===== src/logic/vic_regs.svh =====
`ifndef VIC_REGS_SVH
`define VIC_REGS_SVH

// register indexes; byte address is four times the index
`define IDX_SHADOW_CONTEXT_SELECT 12'h376
`define IDX_VECTOR_BASE_LOCK 12'h459
`define IDX_VECTOR_TABLE_ADDRESS_READBACK 12'h45A
`define IDX_VECTOR_TABLE_BASE 12'h45D
`define IDX_SOURCE_ENABLE_BANK0 12'h4A8
`define IDX_SOURCE_ENABLE_BANK1 12'h4A9
`define IDX_SOURCE_ENABLE_BANK2 12'h4AA
`define IDX_EXT_EDGE_CONTROL 12'h4D6
`define IDX_INTERRUPT_STATE_STATUS 12'h4D7
`define IDX_EVENT_STATUS 12'h4E0
`define IDX_EVENT_MASK 12'h4E1
`define IDX_UNLOCK_KEY 12'h4E2

// field positions
`define STATE_FIELD_LSB 6
`define EDGE_PIN0_BIT 0
`define EDGE_PIN1_BIT 1
`define LOCK_BIT 0
`define SHADOW_SWITCH_BIT 0
`define BANK2_IMPL_MASK 8'hF1
`define BANK1_PIN0_BIT 0

// event status bits
`define EV_PIN0_EDGE 0
`define EV_PIN1_EDGE 1
`define EV_BASE_BLOCKED 2
`define EV_LOCK_REFUSED 3
`define EVENT_WIDTH 4

// unlock key bytes, written back to back
`define UNLOCK_KEY_FIRST 8'h55
`define UNLOCK_KEY_SECOND 8'hAA

// reset values
`define RESET_BYTE 8'h00
`define RESET_BASE 21'h000000
`define RESET_EVENTS 4'h0
`endif


===== src/logic/vic_pkg.sv =====
package vic_pkg;
   // apb request from the master
   typedef struct packed {
      logic psel;
      logic penable;
      logic pwrite;
      logic [15:0] paddr;
      logic [31:0] pwdata;
   } apb_req_type;
   // apb answer to the master
   typedef struct packed {
      logic [31:0] prdata;
      logic pready;
      logic pslverr;
   } apb_rsp_type;
   // service context of the core
   typedef enum logic [1:0] {
      CTX_MAIN,
      CTX_LOW,
      CTX_HIGH_FROM_MAIN,
      CTX_HIGH_FROM_LOW
   } ctx_state_type;
   // progress through the unlock sequence
   typedef enum logic [1:0] {
      KEY_IDLE,
      KEY_FIRST_SEEN,
      KEY_ARMED
   } key_state_type;
endpackage


===== src/logic/vectored_interrupt_control.sv =====
// The APB register port was decided locally.
`timescale 1ns/100ps
`include "vic_regs.svh"
module vectored_interrupt_control (
   input wire logic core_clk_i,
   input wire logic reset_i,
   // apb slave
   input wire vic_pkg::apb_req_type apb_req_i,
   output vic_pkg::apb_rsp_type apb_rsp_o,
   // external interrupt pins, asynchronous
   input wire logic ext_pin0_i,
   input wire logic ext_pin1_i,
   // peripheral flags, same clock, bank2 then bank1 then bank0
   input wire logic [23:0] source_flag_i,
   // core service context events, one-cycle pulses
   input wire logic isr_enter_high_i,
   input wire logic isr_enter_low_i,
   input wire logic isr_return_i,
   // vector address computed by the core at entry
   input wire logic [20:0] vector_address_i,
   // configuration setting for one-way lock, static
   input wire logic one_way_lock_i,
   // forwarded requests toward the core
   output logic [23:0] source_request_o,
   output logic [20:0] vector_base_o,
   output logic vector_locked_o,
   output logic shadow_main_select_o,
   output logic [1:0] interrupt_state_o,
   output logic irq_o
);

   // software visible storage
   logic [7:0] source_enable_bank0; // per-source enables, bank 0
   logic [7:0] source_enable_bank1; // bank 1, bit 0 is pin zero
   logic [7:0] source_enable_bank2; // bank 2, bits 3:1 absent
   logic [20:0] vector_table_base; // upper, middle, lower parts
   logic [20:0] vector_table_address_readback; // read-only copy
   logic vector_lock_bit; // guards the base
   logic shadow_access_switch; // shadow context steering
   logic ext_pin0_edge_select; // 1 rising, 0 falling
   logic ext_pin1_edge_select; // 1 rising, 0 falling
   logic [`EVENT_WIDTH-1:0] event_status; // sticky, write one to clear
   logic [`EVENT_WIDTH-1:0] event_mask; // 1 lets the bit reach irq_o
   vic_pkg::ctx_state_type ctx_state; // service context
   vic_pkg::key_state_type key_state; // unlock progress
   logic one_way_lock; // setting caught after reset
   logic one_way_caught; // setting sampled once

   // pin synchronisers and edge history
   logic [1:0] pin0_sync; // [0] only feeds [1]
   logic [1:0] pin1_sync;
   logic pin0_prev; // previous synchronised level
   logic pin1_prev;
   logic pin0_event; // selected edge seen
   logic pin1_event;

   // bus decode
   logic access_cycle; // access phase, completes this edge
   logic write_cycle;
   logic [11:0] reg_index; // word index from the byte address
   logic addr_word_aligned;
   logic hit_any; // address lands on a register
   logic [7:0] wbyte; // low write byte
   logic [31:0] next_rdata;

   // lock decisions
   logic lock_write; // write aimed at the lock register
   logic lock_write_allowed; // sequence armed and not one-way refused
   logic base_write; // write aimed at the base
   logic [`EVENT_WIDTH-1:0] event_set; // hardware set pulses

   // access phase: psel and penable both high
   assign access_cycle = apb_req_i.psel && apb_req_i.penable;
   // writes change register state; a read only drops the unlock sequence
   assign write_cycle = access_cycle && apb_req_i.pwrite;
   // word index; the two lane bits are dropped here
   assign reg_index = apb_req_i.paddr[13:2];
   // lanes must be zero and the top bits clear, else no register is hit
   assign addr_word_aligned = (apb_req_i.paddr[1:0] == 2'b00) && !apb_req_i.paddr[15]
      && !apb_req_i.paddr[14];
   // every register lives in the low byte apart from the base and its readback
   assign wbyte = apb_req_i.pwdata[7:0];

   // every register answers at once; no wait states
   always_comb begin
      hit_any = 1'b1;
      next_rdata = 32'h00000000;
      unique case (reg_index)
         `IDX_SHADOW_CONTEXT_SELECT: begin
            next_rdata[`SHADOW_SWITCH_BIT] = shadow_access_switch;
         end
         `IDX_VECTOR_BASE_LOCK: begin
            next_rdata[`LOCK_BIT] = vector_lock_bit;
         end
         `IDX_VECTOR_TABLE_ADDRESS_READBACK: begin
            next_rdata[20:0] = vector_table_address_readback;
         end
         `IDX_VECTOR_TABLE_BASE: begin
            next_rdata[20:0] = vector_table_base;
         end
         `IDX_SOURCE_ENABLE_BANK0: begin
            next_rdata[7:0] = source_enable_bank0;
         end
         `IDX_SOURCE_ENABLE_BANK1: begin
            next_rdata[7:0] = source_enable_bank1;
         end
         `IDX_SOURCE_ENABLE_BANK2: begin
            next_rdata[7:0] = source_enable_bank2;
         end
         `IDX_EXT_EDGE_CONTROL: begin
            next_rdata[`EDGE_PIN0_BIT] = ext_pin0_edge_select;
            next_rdata[`EDGE_PIN1_BIT] = ext_pin1_edge_select;
         end
         `IDX_INTERRUPT_STATE_STATUS: begin
            // context field sits in bits 7:6, the top two bits of the low byte
            next_rdata[`STATE_FIELD_LSB+:2] = interrupt_state_o;
         end
         `IDX_EVENT_STATUS: begin
            next_rdata[`EVENT_WIDTH-1:0] = event_status;
         end
         `IDX_EVENT_MASK: begin
            next_rdata[`EVENT_WIDTH-1:0] = event_mask;
         end
         `IDX_UNLOCK_KEY: begin
            // key register reads as zero so it cannot be replayed
            next_rdata = 32'h00000000;
         end
         default: begin
            // unmapped index answers with an error and reads zero
            hit_any = 1'b0;
         end
      endcase
      // a misaligned access never reads a register
      if (!addr_word_aligned) begin
         hit_any = 1'b0;
         next_rdata = 32'h00000000;
      end
   end

   // answer: ready at once, error on an unmapped or misaligned address
   always_comb begin
      apb_rsp_o.pready = 1'b1;
      apb_rsp_o.pslverr = access_cycle && !hit_any;
      apb_rsp_o.prdata = (access_cycle && !apb_req_i.pwrite) ? next_rdata : 32'h00000000;
   end

   // a write hits a register only when aligned and mapped
   function automatic logic wr_hit(input logic [11:0] idx);
      wr_hit = write_cycle && addr_word_aligned && (reg_index == idx);
   endfunction

   assign lock_write = wr_hit(`IDX_VECTOR_BASE_LOCK);
   assign base_write = wr_hit(`IDX_VECTOR_TABLE_BASE);
   // clearing a set lock is refused once one-way is in force
   assign lock_write_allowed = (key_state == vic_pkg::KEY_ARMED)
      && !(one_way_lock && vector_lock_bit && !wbyte[`LOCK_BIT]);

   // unlock sequence: two key writes, then the very next transfer
   // must be the lock write; any other transfer drops the sequence
   always_ff @(posedge core_clk_i) begin
      if (reset_i) begin
         key_state <= vic_pkg::KEY_IDLE;
      end else if (access_cycle) begin
         if (wr_hit(`IDX_UNLOCK_KEY) && wbyte == `UNLOCK_KEY_FIRST) begin
            // first key byte always restarts the sequence
            key_state <= vic_pkg::KEY_FIRST_SEEN;
         end else if (wr_hit(`IDX_UNLOCK_KEY) && wbyte == `UNLOCK_KEY_SECOND
            && key_state == vic_pkg::KEY_FIRST_SEEN) begin
            // second key byte arms only straight after the first
            key_state <= vic_pkg::KEY_ARMED;
         end else begin
            // any other transfer, the lock write too, disarms
            key_state <= vic_pkg::KEY_IDLE;
         end
      end
   end

   // one-way setting is caught at the first edge after reset release;
   // later changes on the input are ignored until the next reset
   always_ff @(posedge core_clk_i) begin
      if (reset_i) begin
         one_way_caught <= 1'b0;
         one_way_lock <= 1'b0;
      end else if (!one_way_caught) begin
         one_way_caught <= 1'b1;
         one_way_lock <= one_way_lock_i;
      end
   end

   // lock bit
   // a refused write leaves the bit alone and raises an event instead
   always_ff @(posedge core_clk_i) begin
      if (reset_i) begin
         vector_lock_bit <= 1'b0;
      end else if (lock_write && lock_write_allowed) begin
         vector_lock_bit <= wbyte[`LOCK_BIT];
      end
   end

   // vector base: all three parts share the same lock
   always_ff @(posedge core_clk_i) begin
      if (reset_i) begin
         vector_table_base <= `RESET_BASE;
      end else if (base_write && !vector_lock_bit) begin
         vector_table_base <= apb_req_i.pwdata[20:0];
      end
   end

   // readback follows the core, never the bus
   always_ff @(posedge core_clk_i) begin
      if (reset_i) begin
         vector_table_address_readback <= `RESET_BASE;
      end else if (isr_enter_high_i || isr_enter_low_i) begin
         vector_table_address_readback <= vector_address_i;
      end
   end

   // enable banks; unimplemented bank 2 bits stay zero
   always_ff @(posedge core_clk_i) begin
      if (reset_i) begin
         source_enable_bank0 <= `RESET_BYTE;
         source_enable_bank1 <= `RESET_BYTE;
         source_enable_bank2 <= `RESET_BYTE;
      end else begin
         if (wr_hit(`IDX_SOURCE_ENABLE_BANK0)) begin
            source_enable_bank0 <= wbyte;
         end
         if (wr_hit(`IDX_SOURCE_ENABLE_BANK1)) begin
            source_enable_bank1 <= wbyte;
         end
         if (wr_hit(`IDX_SOURCE_ENABLE_BANK2)) begin
            source_enable_bank2 <= wbyte & `BANK2_IMPL_MASK;
         end
      end
   end

   // shadow switch and edge selects
   always_ff @(posedge core_clk_i) begin
      if (reset_i) begin
         shadow_access_switch <= 1'b0;
         ext_pin0_edge_select <= 1'b0;
         ext_pin1_edge_select <= 1'b0;
      end else begin
         if (wr_hit(`IDX_SHADOW_CONTEXT_SELECT)) begin
            shadow_access_switch <= wbyte[`SHADOW_SWITCH_BIT];
         end
         if (wr_hit(`IDX_EXT_EDGE_CONTROL)) begin
            ext_pin0_edge_select <= wbyte[`EDGE_PIN0_BIT];
            ext_pin1_edge_select <= wbyte[`EDGE_PIN1_BIT];
         end
      end
   end

   // pins pass two flops; edge detect looks only at the second
   // limitation: a pin held high through reset shows one rising edge
   always_ff @(posedge core_clk_i) begin
      if (reset_i) begin
         pin0_sync <= 2'b00;
         pin1_sync <= 2'b00;
         pin0_prev <= 1'b0;
         pin1_prev <= 1'b0;
      end else begin
         pin0_sync <= {pin0_sync[0], ext_pin0_i};
         pin1_sync <= {pin1_sync[0], ext_pin1_i};
         pin0_prev <= pin0_sync[1];
         pin1_prev <= pin1_sync[1];
      end
   end

   // edge choice per pin; a pin low out of reset gives no false edge
   assign pin0_event = ext_pin0_edge_select ? (pin0_sync[1] && !pin0_prev)
      : (!pin0_sync[1] && pin0_prev);
   assign pin1_event = ext_pin1_edge_select ? (pin1_sync[1] && !pin1_prev)
      : (!pin1_sync[1] && pin1_prev);

   // hardware events
   always_comb begin
      event_set = `RESET_EVENTS;
      event_set[`EV_PIN0_EDGE] = pin0_event;
      event_set[`EV_PIN1_EDGE] = pin1_event;
      event_set[`EV_BASE_BLOCKED] = base_write && vector_lock_bit;
      event_set[`EV_LOCK_REFUSED] = lock_write && !lock_write_allowed;
   end

   // sticky status; a set in the clearing cycle wins
   // so an edge landing on a clear write is never lost
   always_ff @(posedge core_clk_i) begin
      if (reset_i) begin
         event_status <= `RESET_EVENTS;
      end else if (wr_hit(`IDX_EVENT_STATUS)) begin
         event_status <= (event_status & ~apb_req_i.pwdata[`EVENT_WIDTH-1:0]) | event_set;
      end else begin
         event_status <= event_status | event_set;
      end
   end

   // mask register
   always_ff @(posedge core_clk_i) begin
      if (reset_i) begin
         event_mask <= `RESET_EVENTS;
      end else if (wr_hit(`IDX_EVENT_MASK)) begin
         event_mask <= apb_req_i.pwdata[`EVENT_WIDTH-1:0];
      end
   end

   // service context tracking; high over low nests one level
   // high and low entry together from main: high wins
   always_ff @(posedge core_clk_i) begin
      if (reset_i) begin
         ctx_state <= vic_pkg::CTX_MAIN;
      end else begin
         unique case (ctx_state)
            vic_pkg::CTX_MAIN: begin
               if (isr_enter_high_i) begin
                  ctx_state <= vic_pkg::CTX_HIGH_FROM_MAIN;
               end else if (isr_enter_low_i) begin
                  ctx_state <= vic_pkg::CTX_LOW;
               end
            end
            vic_pkg::CTX_LOW: begin
               // low routines do not nest, a low entry here is dropped
               if (isr_enter_high_i) begin
                  ctx_state <= vic_pkg::CTX_HIGH_FROM_LOW;
               end else if (isr_return_i) begin
                  ctx_state <= vic_pkg::CTX_MAIN;
               end
            end
            vic_pkg::CTX_HIGH_FROM_MAIN: begin
               // high priority cannot be preempted
               if (isr_return_i) begin
                  ctx_state <= vic_pkg::CTX_MAIN;
               end
            end
            vic_pkg::CTX_HIGH_FROM_LOW: begin
               // return resumes the interrupted low routine
               if (isr_return_i) begin
                  ctx_state <= vic_pkg::CTX_LOW;
               end
            end
         endcase
      end
   end

   // state code as seen by software
   always_comb begin
      unique case (ctx_state)
         vic_pkg::CTX_MAIN: interrupt_state_o = 2'b00;
         vic_pkg::CTX_LOW: interrupt_state_o = 2'b01;
         vic_pkg::CTX_HIGH_FROM_MAIN: interrupt_state_o = 2'b10;
         vic_pkg::CTX_HIGH_FROM_LOW: interrupt_state_o = 2'b11;
      endcase
   end

   // request forwarding; pin zero request comes from its sticky flag.
   // the enable only gates, the source keeps its own flag
   // bit 8 of the flag input is left unused
   always_ff @(posedge core_clk_i) begin
      if (reset_i) begin
         source_request_o <= 24'h000000;
      end else begin
         source_request_o[7:0] <= source_flag_i[7:0] & source_enable_bank0;
         source_request_o[15:9] <= source_flag_i[15:9] & source_enable_bank1[7:1];
         source_request_o[8] <= event_status[`EV_PIN0_EDGE]
            && source_enable_bank1[`BANK1_PIN0_BIT];
         source_request_o[23:16] <= source_flag_i[23:16] & source_enable_bank2;
      end
   end

   // outputs from flops
   assign vector_base_o = vector_table_base;
   assign vector_locked_o = vector_lock_bit;
   assign shadow_main_select_o = shadow_access_switch;
   assign irq_o = |(event_status & event_mask);

endmodule


===== config.mk =====
export PLATFORM = sky130hd
export DESIGN_NAME = vectored_interrupt_control
export DESIGN_NICKNAME = d
export VERILOG_FILES = /design/src/logic/vic_pkg.sv /design/src/logic/vectored_interrupt_control.sv
export VERILOG_INCLUDE_DIRS = /design/src /design/src/logic
export SDC_FILE = /design/constraint.sdc
export NUM_CORES = 1
export LEC_CHECK = 0
export BUFFER_PORTS_ARGS = -buffer_cell sky130_fd_sc_hd__buf_2
export CAP_MARGIN = 20
export CORE_UTILIZATION = 45
export CTS_BUF_LIST = sky130_fd_sc_hd__clkbuf_4 sky130_fd_sc_hd__clkbuf_8
export CTS_CLUSTER_DIAMETER = 100
export CTS_CLUSTER_SIZE = 24
export DETAILED_ROUTE_END_ITERATION = 6
export PLACE_DENSITY = 0.88
export SYNTH_ARGS = -nofsm -noshare
export SYNTH_HDL_FRONTEND = slang
export SYNTH_SLANG_ARGS = --single-unit

===== constraint.sdc =====
create_clock -name core_clk_i -period 2.45 [get_ports core_clk_i]
set_input_delay 0.49 -clock core_clk_i [delete_from_list [all_inputs] [get_ports core_clk_i]]
set_output_delay 0.49 -clock core_clk_i [all_outputs]
set_load 0.01 [all_outputs]

==> impl_summary.md <==
Run status
The run finished, with violations left. The final reports fail on negative setup slack.

Worst setup path
In this run the number of cells on the critical path is 9. The startpoint of the lowest-slack register-to-register path is vector_locked_o. The register-to-register setup slack is 930 ps. The critical path capture point type is an output port. The highest-delay cell along the critical path is sky130_fd_sc_hd__or4b_4.

The number of cells on the worst reg-to-reg path is 4. By instance count, the cell type seen most on the critical path is sky130_fd_sc_hd__buf_6. Traced cell by cell, the critical path runs through buf_6 -> or4b_4 -> or2_4 -> nor3b_4 -> buf_6 -> buf_6 -> nand2_1 -> a31oi_2 -> buf_2. The most critical setup path has its startpoint at apb_req_i[45]. The signal arrival time at the worst endpoint is 2230 ps. Data on the critical path is required at its endpoint by 1960 ps. The endpoint of the most critical register-to-register path is vector_locked_o. Along the worst path, the maximum fanout reaches 10. The critical path in this run is classified as in -> out. The number of buffer and inverter instances along the worst setup path is 4. The stage delay of the slowest cell on the critical path is 530 ps. The cell type group with the largest total delay on the critical path is simple AND/OR/NAND/NOR gates. The nature of the critical path startpoint is an input port.

Place
The congestion estimate from routability-driven global placement came to 0.906. After legalization and detailed placement, the total HPWL measured 10800 µm. During placement, the flow inserted port buffers numbering 157.

Floorplan
In this run the vertical extent of the chip is 105 µm. The total area inside the core boundary comes to 10300 µm². The initial core utilization is 0.462. The die outline area is 11000 µm². The die width is 105 µm. The initialized floorplan defines 37 standard-cell rows. During I/O placement, the number of pins put on the boundary was 188.

Global routing
The largest net degree at the start of global routing is 81. The overall track demand over capacity in global routing is 0.265. The first global-routing pass estimated 23300 µm of wire.

The number of global-route vias before repair is 4753. The number of antenna violations at the first check in global routing is 0. The final global-route overflow total is 0.

Clock network
After clock tree synthesis, the clock-pin slew on the worst setup and hold paths is 100 ps. Clock latency on the worst-skew pair, taken at its later pin, is 370 ps. The number of clock sinks seen by CTS is 108. The count of hold buffers inserted by post-cts repair is 0. The maximum count of clock buffers along a single path is 2. TritonCTS built the clock tree. The clock tree synthesis step divided the H-tree into 3 levels. The number of clock buffers added by TritonCTS is 9.

The root buffer cell chosen for the clock tree is sky130_fd_sc_hd__clkbuf_8.

Logic synthesis
In this run, synthesis produced a sequential element count of 108. Of the total synthesized cell area, the portion taken by XOR and XNOR cells is 0.00185. Of the total synthesized cell area, the portion taken by AND, OR, NAND and NOR gates is 0.279. The fraction of the mapped netlist area in compound gates is 0.143.

The portion of synthesized area spent on multiplexers is 0.0570. The post-synthesis area per instance is 8.41 µm². Counting every instance in the synthesized netlist gives 564. The predominant post-synthesis flop cell is sky130_fd_sc_hd__dfxtp_1. The adder-cell share of the synthesized area is 0.

The sequential cell area fraction in the yosys report is 0.456. Counting distinct cell types in the post-synthesis netlist gives 49. The post-synthesis instance area is 4740 µm².

Yosys printed 0 warnings. The share of async-settable or async-resettable flops after synthesis is 0. The dominant combinational cell family by area after synthesis is simple AND/OR/NAND/NOR gates. The number of synthesized flops with an enable pin is 0.

Finish
The combined flip-flop and latch cell area is 2160 µm². The number of diodes is 0. The library cells used most frequently in the layout, excluding fill and tap cells, are 155 x sky130_fd_sc_hd__buf_2, 108 x sky130_fd_sc_hd__dfxtp_1, 106 x sky130_fd_sc_hd__nand2_1, 55 x sky130_fd_sc_hd__a21oi_1, 53 x sky130_fd_sc_hd__buf_4. The multi-input combinational cells in the finished layout cover a total of 2480 µm². The total of fill cells in the finished design is 894.

The share of layout cells above drive strength 1 is 0.363. The number of nets at the end of the flow is 863. The relative area change from synthesis to final layout is 34.9%. The library cell used most frequently in the layout, excluding fill and tap cells, is sky130_fd_sc_hd__buf_2.

Detailed routing
Before antenna repair, the detailed router went through 5 iterations. After detailed routing, the average wire length per cell comes to 16.2 µm. After detailed routing, the number of remaining DRC violations is 0. The via density per instance is 5.50. The first routing iteration left 376 violations. For this block, the via count after detailed routing is 4953.

Wires add up to 14500 µm. The residual antenna-violating net count after detailed routing is 0.

Timing
The final count of hold timing violations is 0. Subtracting the final worst setup slack from the clock period gives 2720 ps. Setup repair after global routing could not meet its margin everywhere. The count of final setup violators is 22. The fmax is 0.367 GHz. The worst-case clock skew is 10.1 ps.

The final worst slack is -275 ps. The ratio of final minimum period to clock period is 1.11. The sum of negative setup slack is -5020 ps.

The final max-slew violation count was 0. Across all hold checks on the routed design, the worst slack comes to 330 ps.

Pwr
For this design the ratio of total power to cell area is 490 nW/µm². Across the VDD grid, the largest voltage drop is 0.334 mV. The total power is 3130 µW. The cell leakage power is 0.00274 µW.

Hold path
The number of cells traversed by the worst hold path is 2. The worst hold path belongs to the class in -> reg. In this run the most critical hold path is launched from ext_pin0_i. The path with the worst hold slack has its endpoint at pin0_sync[0].

Run
Across the run, the number of max-cap violations was 0.
==> kinds of logic after synthesis <==
group	after synthesis
XOR/XNOR	1
AO/OA/AOI/OAI	110
other	2
flip-flops	108
multiplexers	27
AND/OR/NAND/NOR	258
buffers and inverters	58
==> layout make-up <==
type / instances / share of cell area
Sequential cell: 108 / 0.338
Clock inverter: 6 / 0.00860
Multi-Input combinational cell: 411 / 0.388
Timing Repair Buffer: 222 / 0.214
Inverter: 7 / 0.00410
Tap cell: 136 / 0.0266
Clock buffer: 10 / 0.0215
==> layer usage <==
layer	track usage	up-vias	part of all wire
met5	0	-	0
met4	0.0996	0	0.032
met3	0.0574	40	0.088
met2	0.458	278	0.48
met1	0.322	2290	0.40
li1	-	2345	-
==> timing repair <==
action	CTS	global route
setup endpoints to repair	22	22
pin swaps	6	3
gates resized for setup	18	8
setup buffers	2	0
hold endpoints to repair	0	0
==> cell usage after synthesis, types with 9 or more instances <==
library cell | number | share of area
sky130_fd_sc_hd__a21oi_1 | 57 | 0.060
sky130_fd_sc_hd__a22oi_1 | 24 | 0.038
sky130_fd_sc_hd__and3_1 | 21 | 0.028
sky130_fd_sc_hd__buf_2 | 9 | 0.0095
sky130_fd_sc_hd__buf_4 | 15 | 0.024
sky130_fd_sc_hd__clkbuf_1 | 23 | 0.018
sky130_fd_sc_hd__dfxtp_1 | 108 | 0.46
sky130_fd_sc_hd__mux2i_1 | 27 | 0.057
sky130_fd_sc_hd__nand2_1 | 107 | 0.085
sky130_fd_sc_hd__nand3_1 | 13 | 0.014
sky130_fd_sc_hd__nor2_1 | 49 | 0.039
==> where the power goes <==
group / internal (µW) / switching [µW] / total, µW / leakage (µW)
registers: 1790 / 21.5 / 1810 / 0.000877
clock network: 417 / 628 / 1050 / 0.0000929
logic: 126 / 157 / 283 / 0.00177
==> stage by stage <==
step / cells / utilization / worst slack [ps] / instance area, µm²
final: 900 / 0.623 / -275 / 6400
after CTS: 900 / 0.620 / -268 / 6370
after detailed placement: 882 / 0.591 / -408 / 6080
after global placement: 882 / 0.591 / -412 / 6080
after floorplan: 577 / - / -141 / 4880
after global routing: 900 / 0.623 / -348 / 6400
==> worst max-delay path by stage <==
stage          slack (ps)       endpoint
2_1_floorplan        -140   apb_rsp_o[7]
3_3_place_gp         -410  apb_rsp_o[18]
3_5_place_dp         -410  apb_rsp_o[18]
4_1_cts              -270   apb_rsp_o[7]
5_1_grt              -350  apb_rsp_o[14]
6_report             -270   apb_rsp_o[3]
==> registers in the layout, indices dropped and copies added (netlist names), 2 cells and up <==
| name | flops |
|---|---|
| pin1_sync | 2 |
| event_mask | 4 |
| source_request_o | 21 |
| vector_base_o | 21 |
| event_status | 4 |
| vector_table_address_readback | 21 |
| key_state | 2 |
| pin0_sync | 2 |
| ctx_state | 2 |
| source_enable_bank2 | 5 |
| source_enable_bank0 | 8 |
| source_enable_bank1 | 8 |
Power figures use the tool's default switching activity.
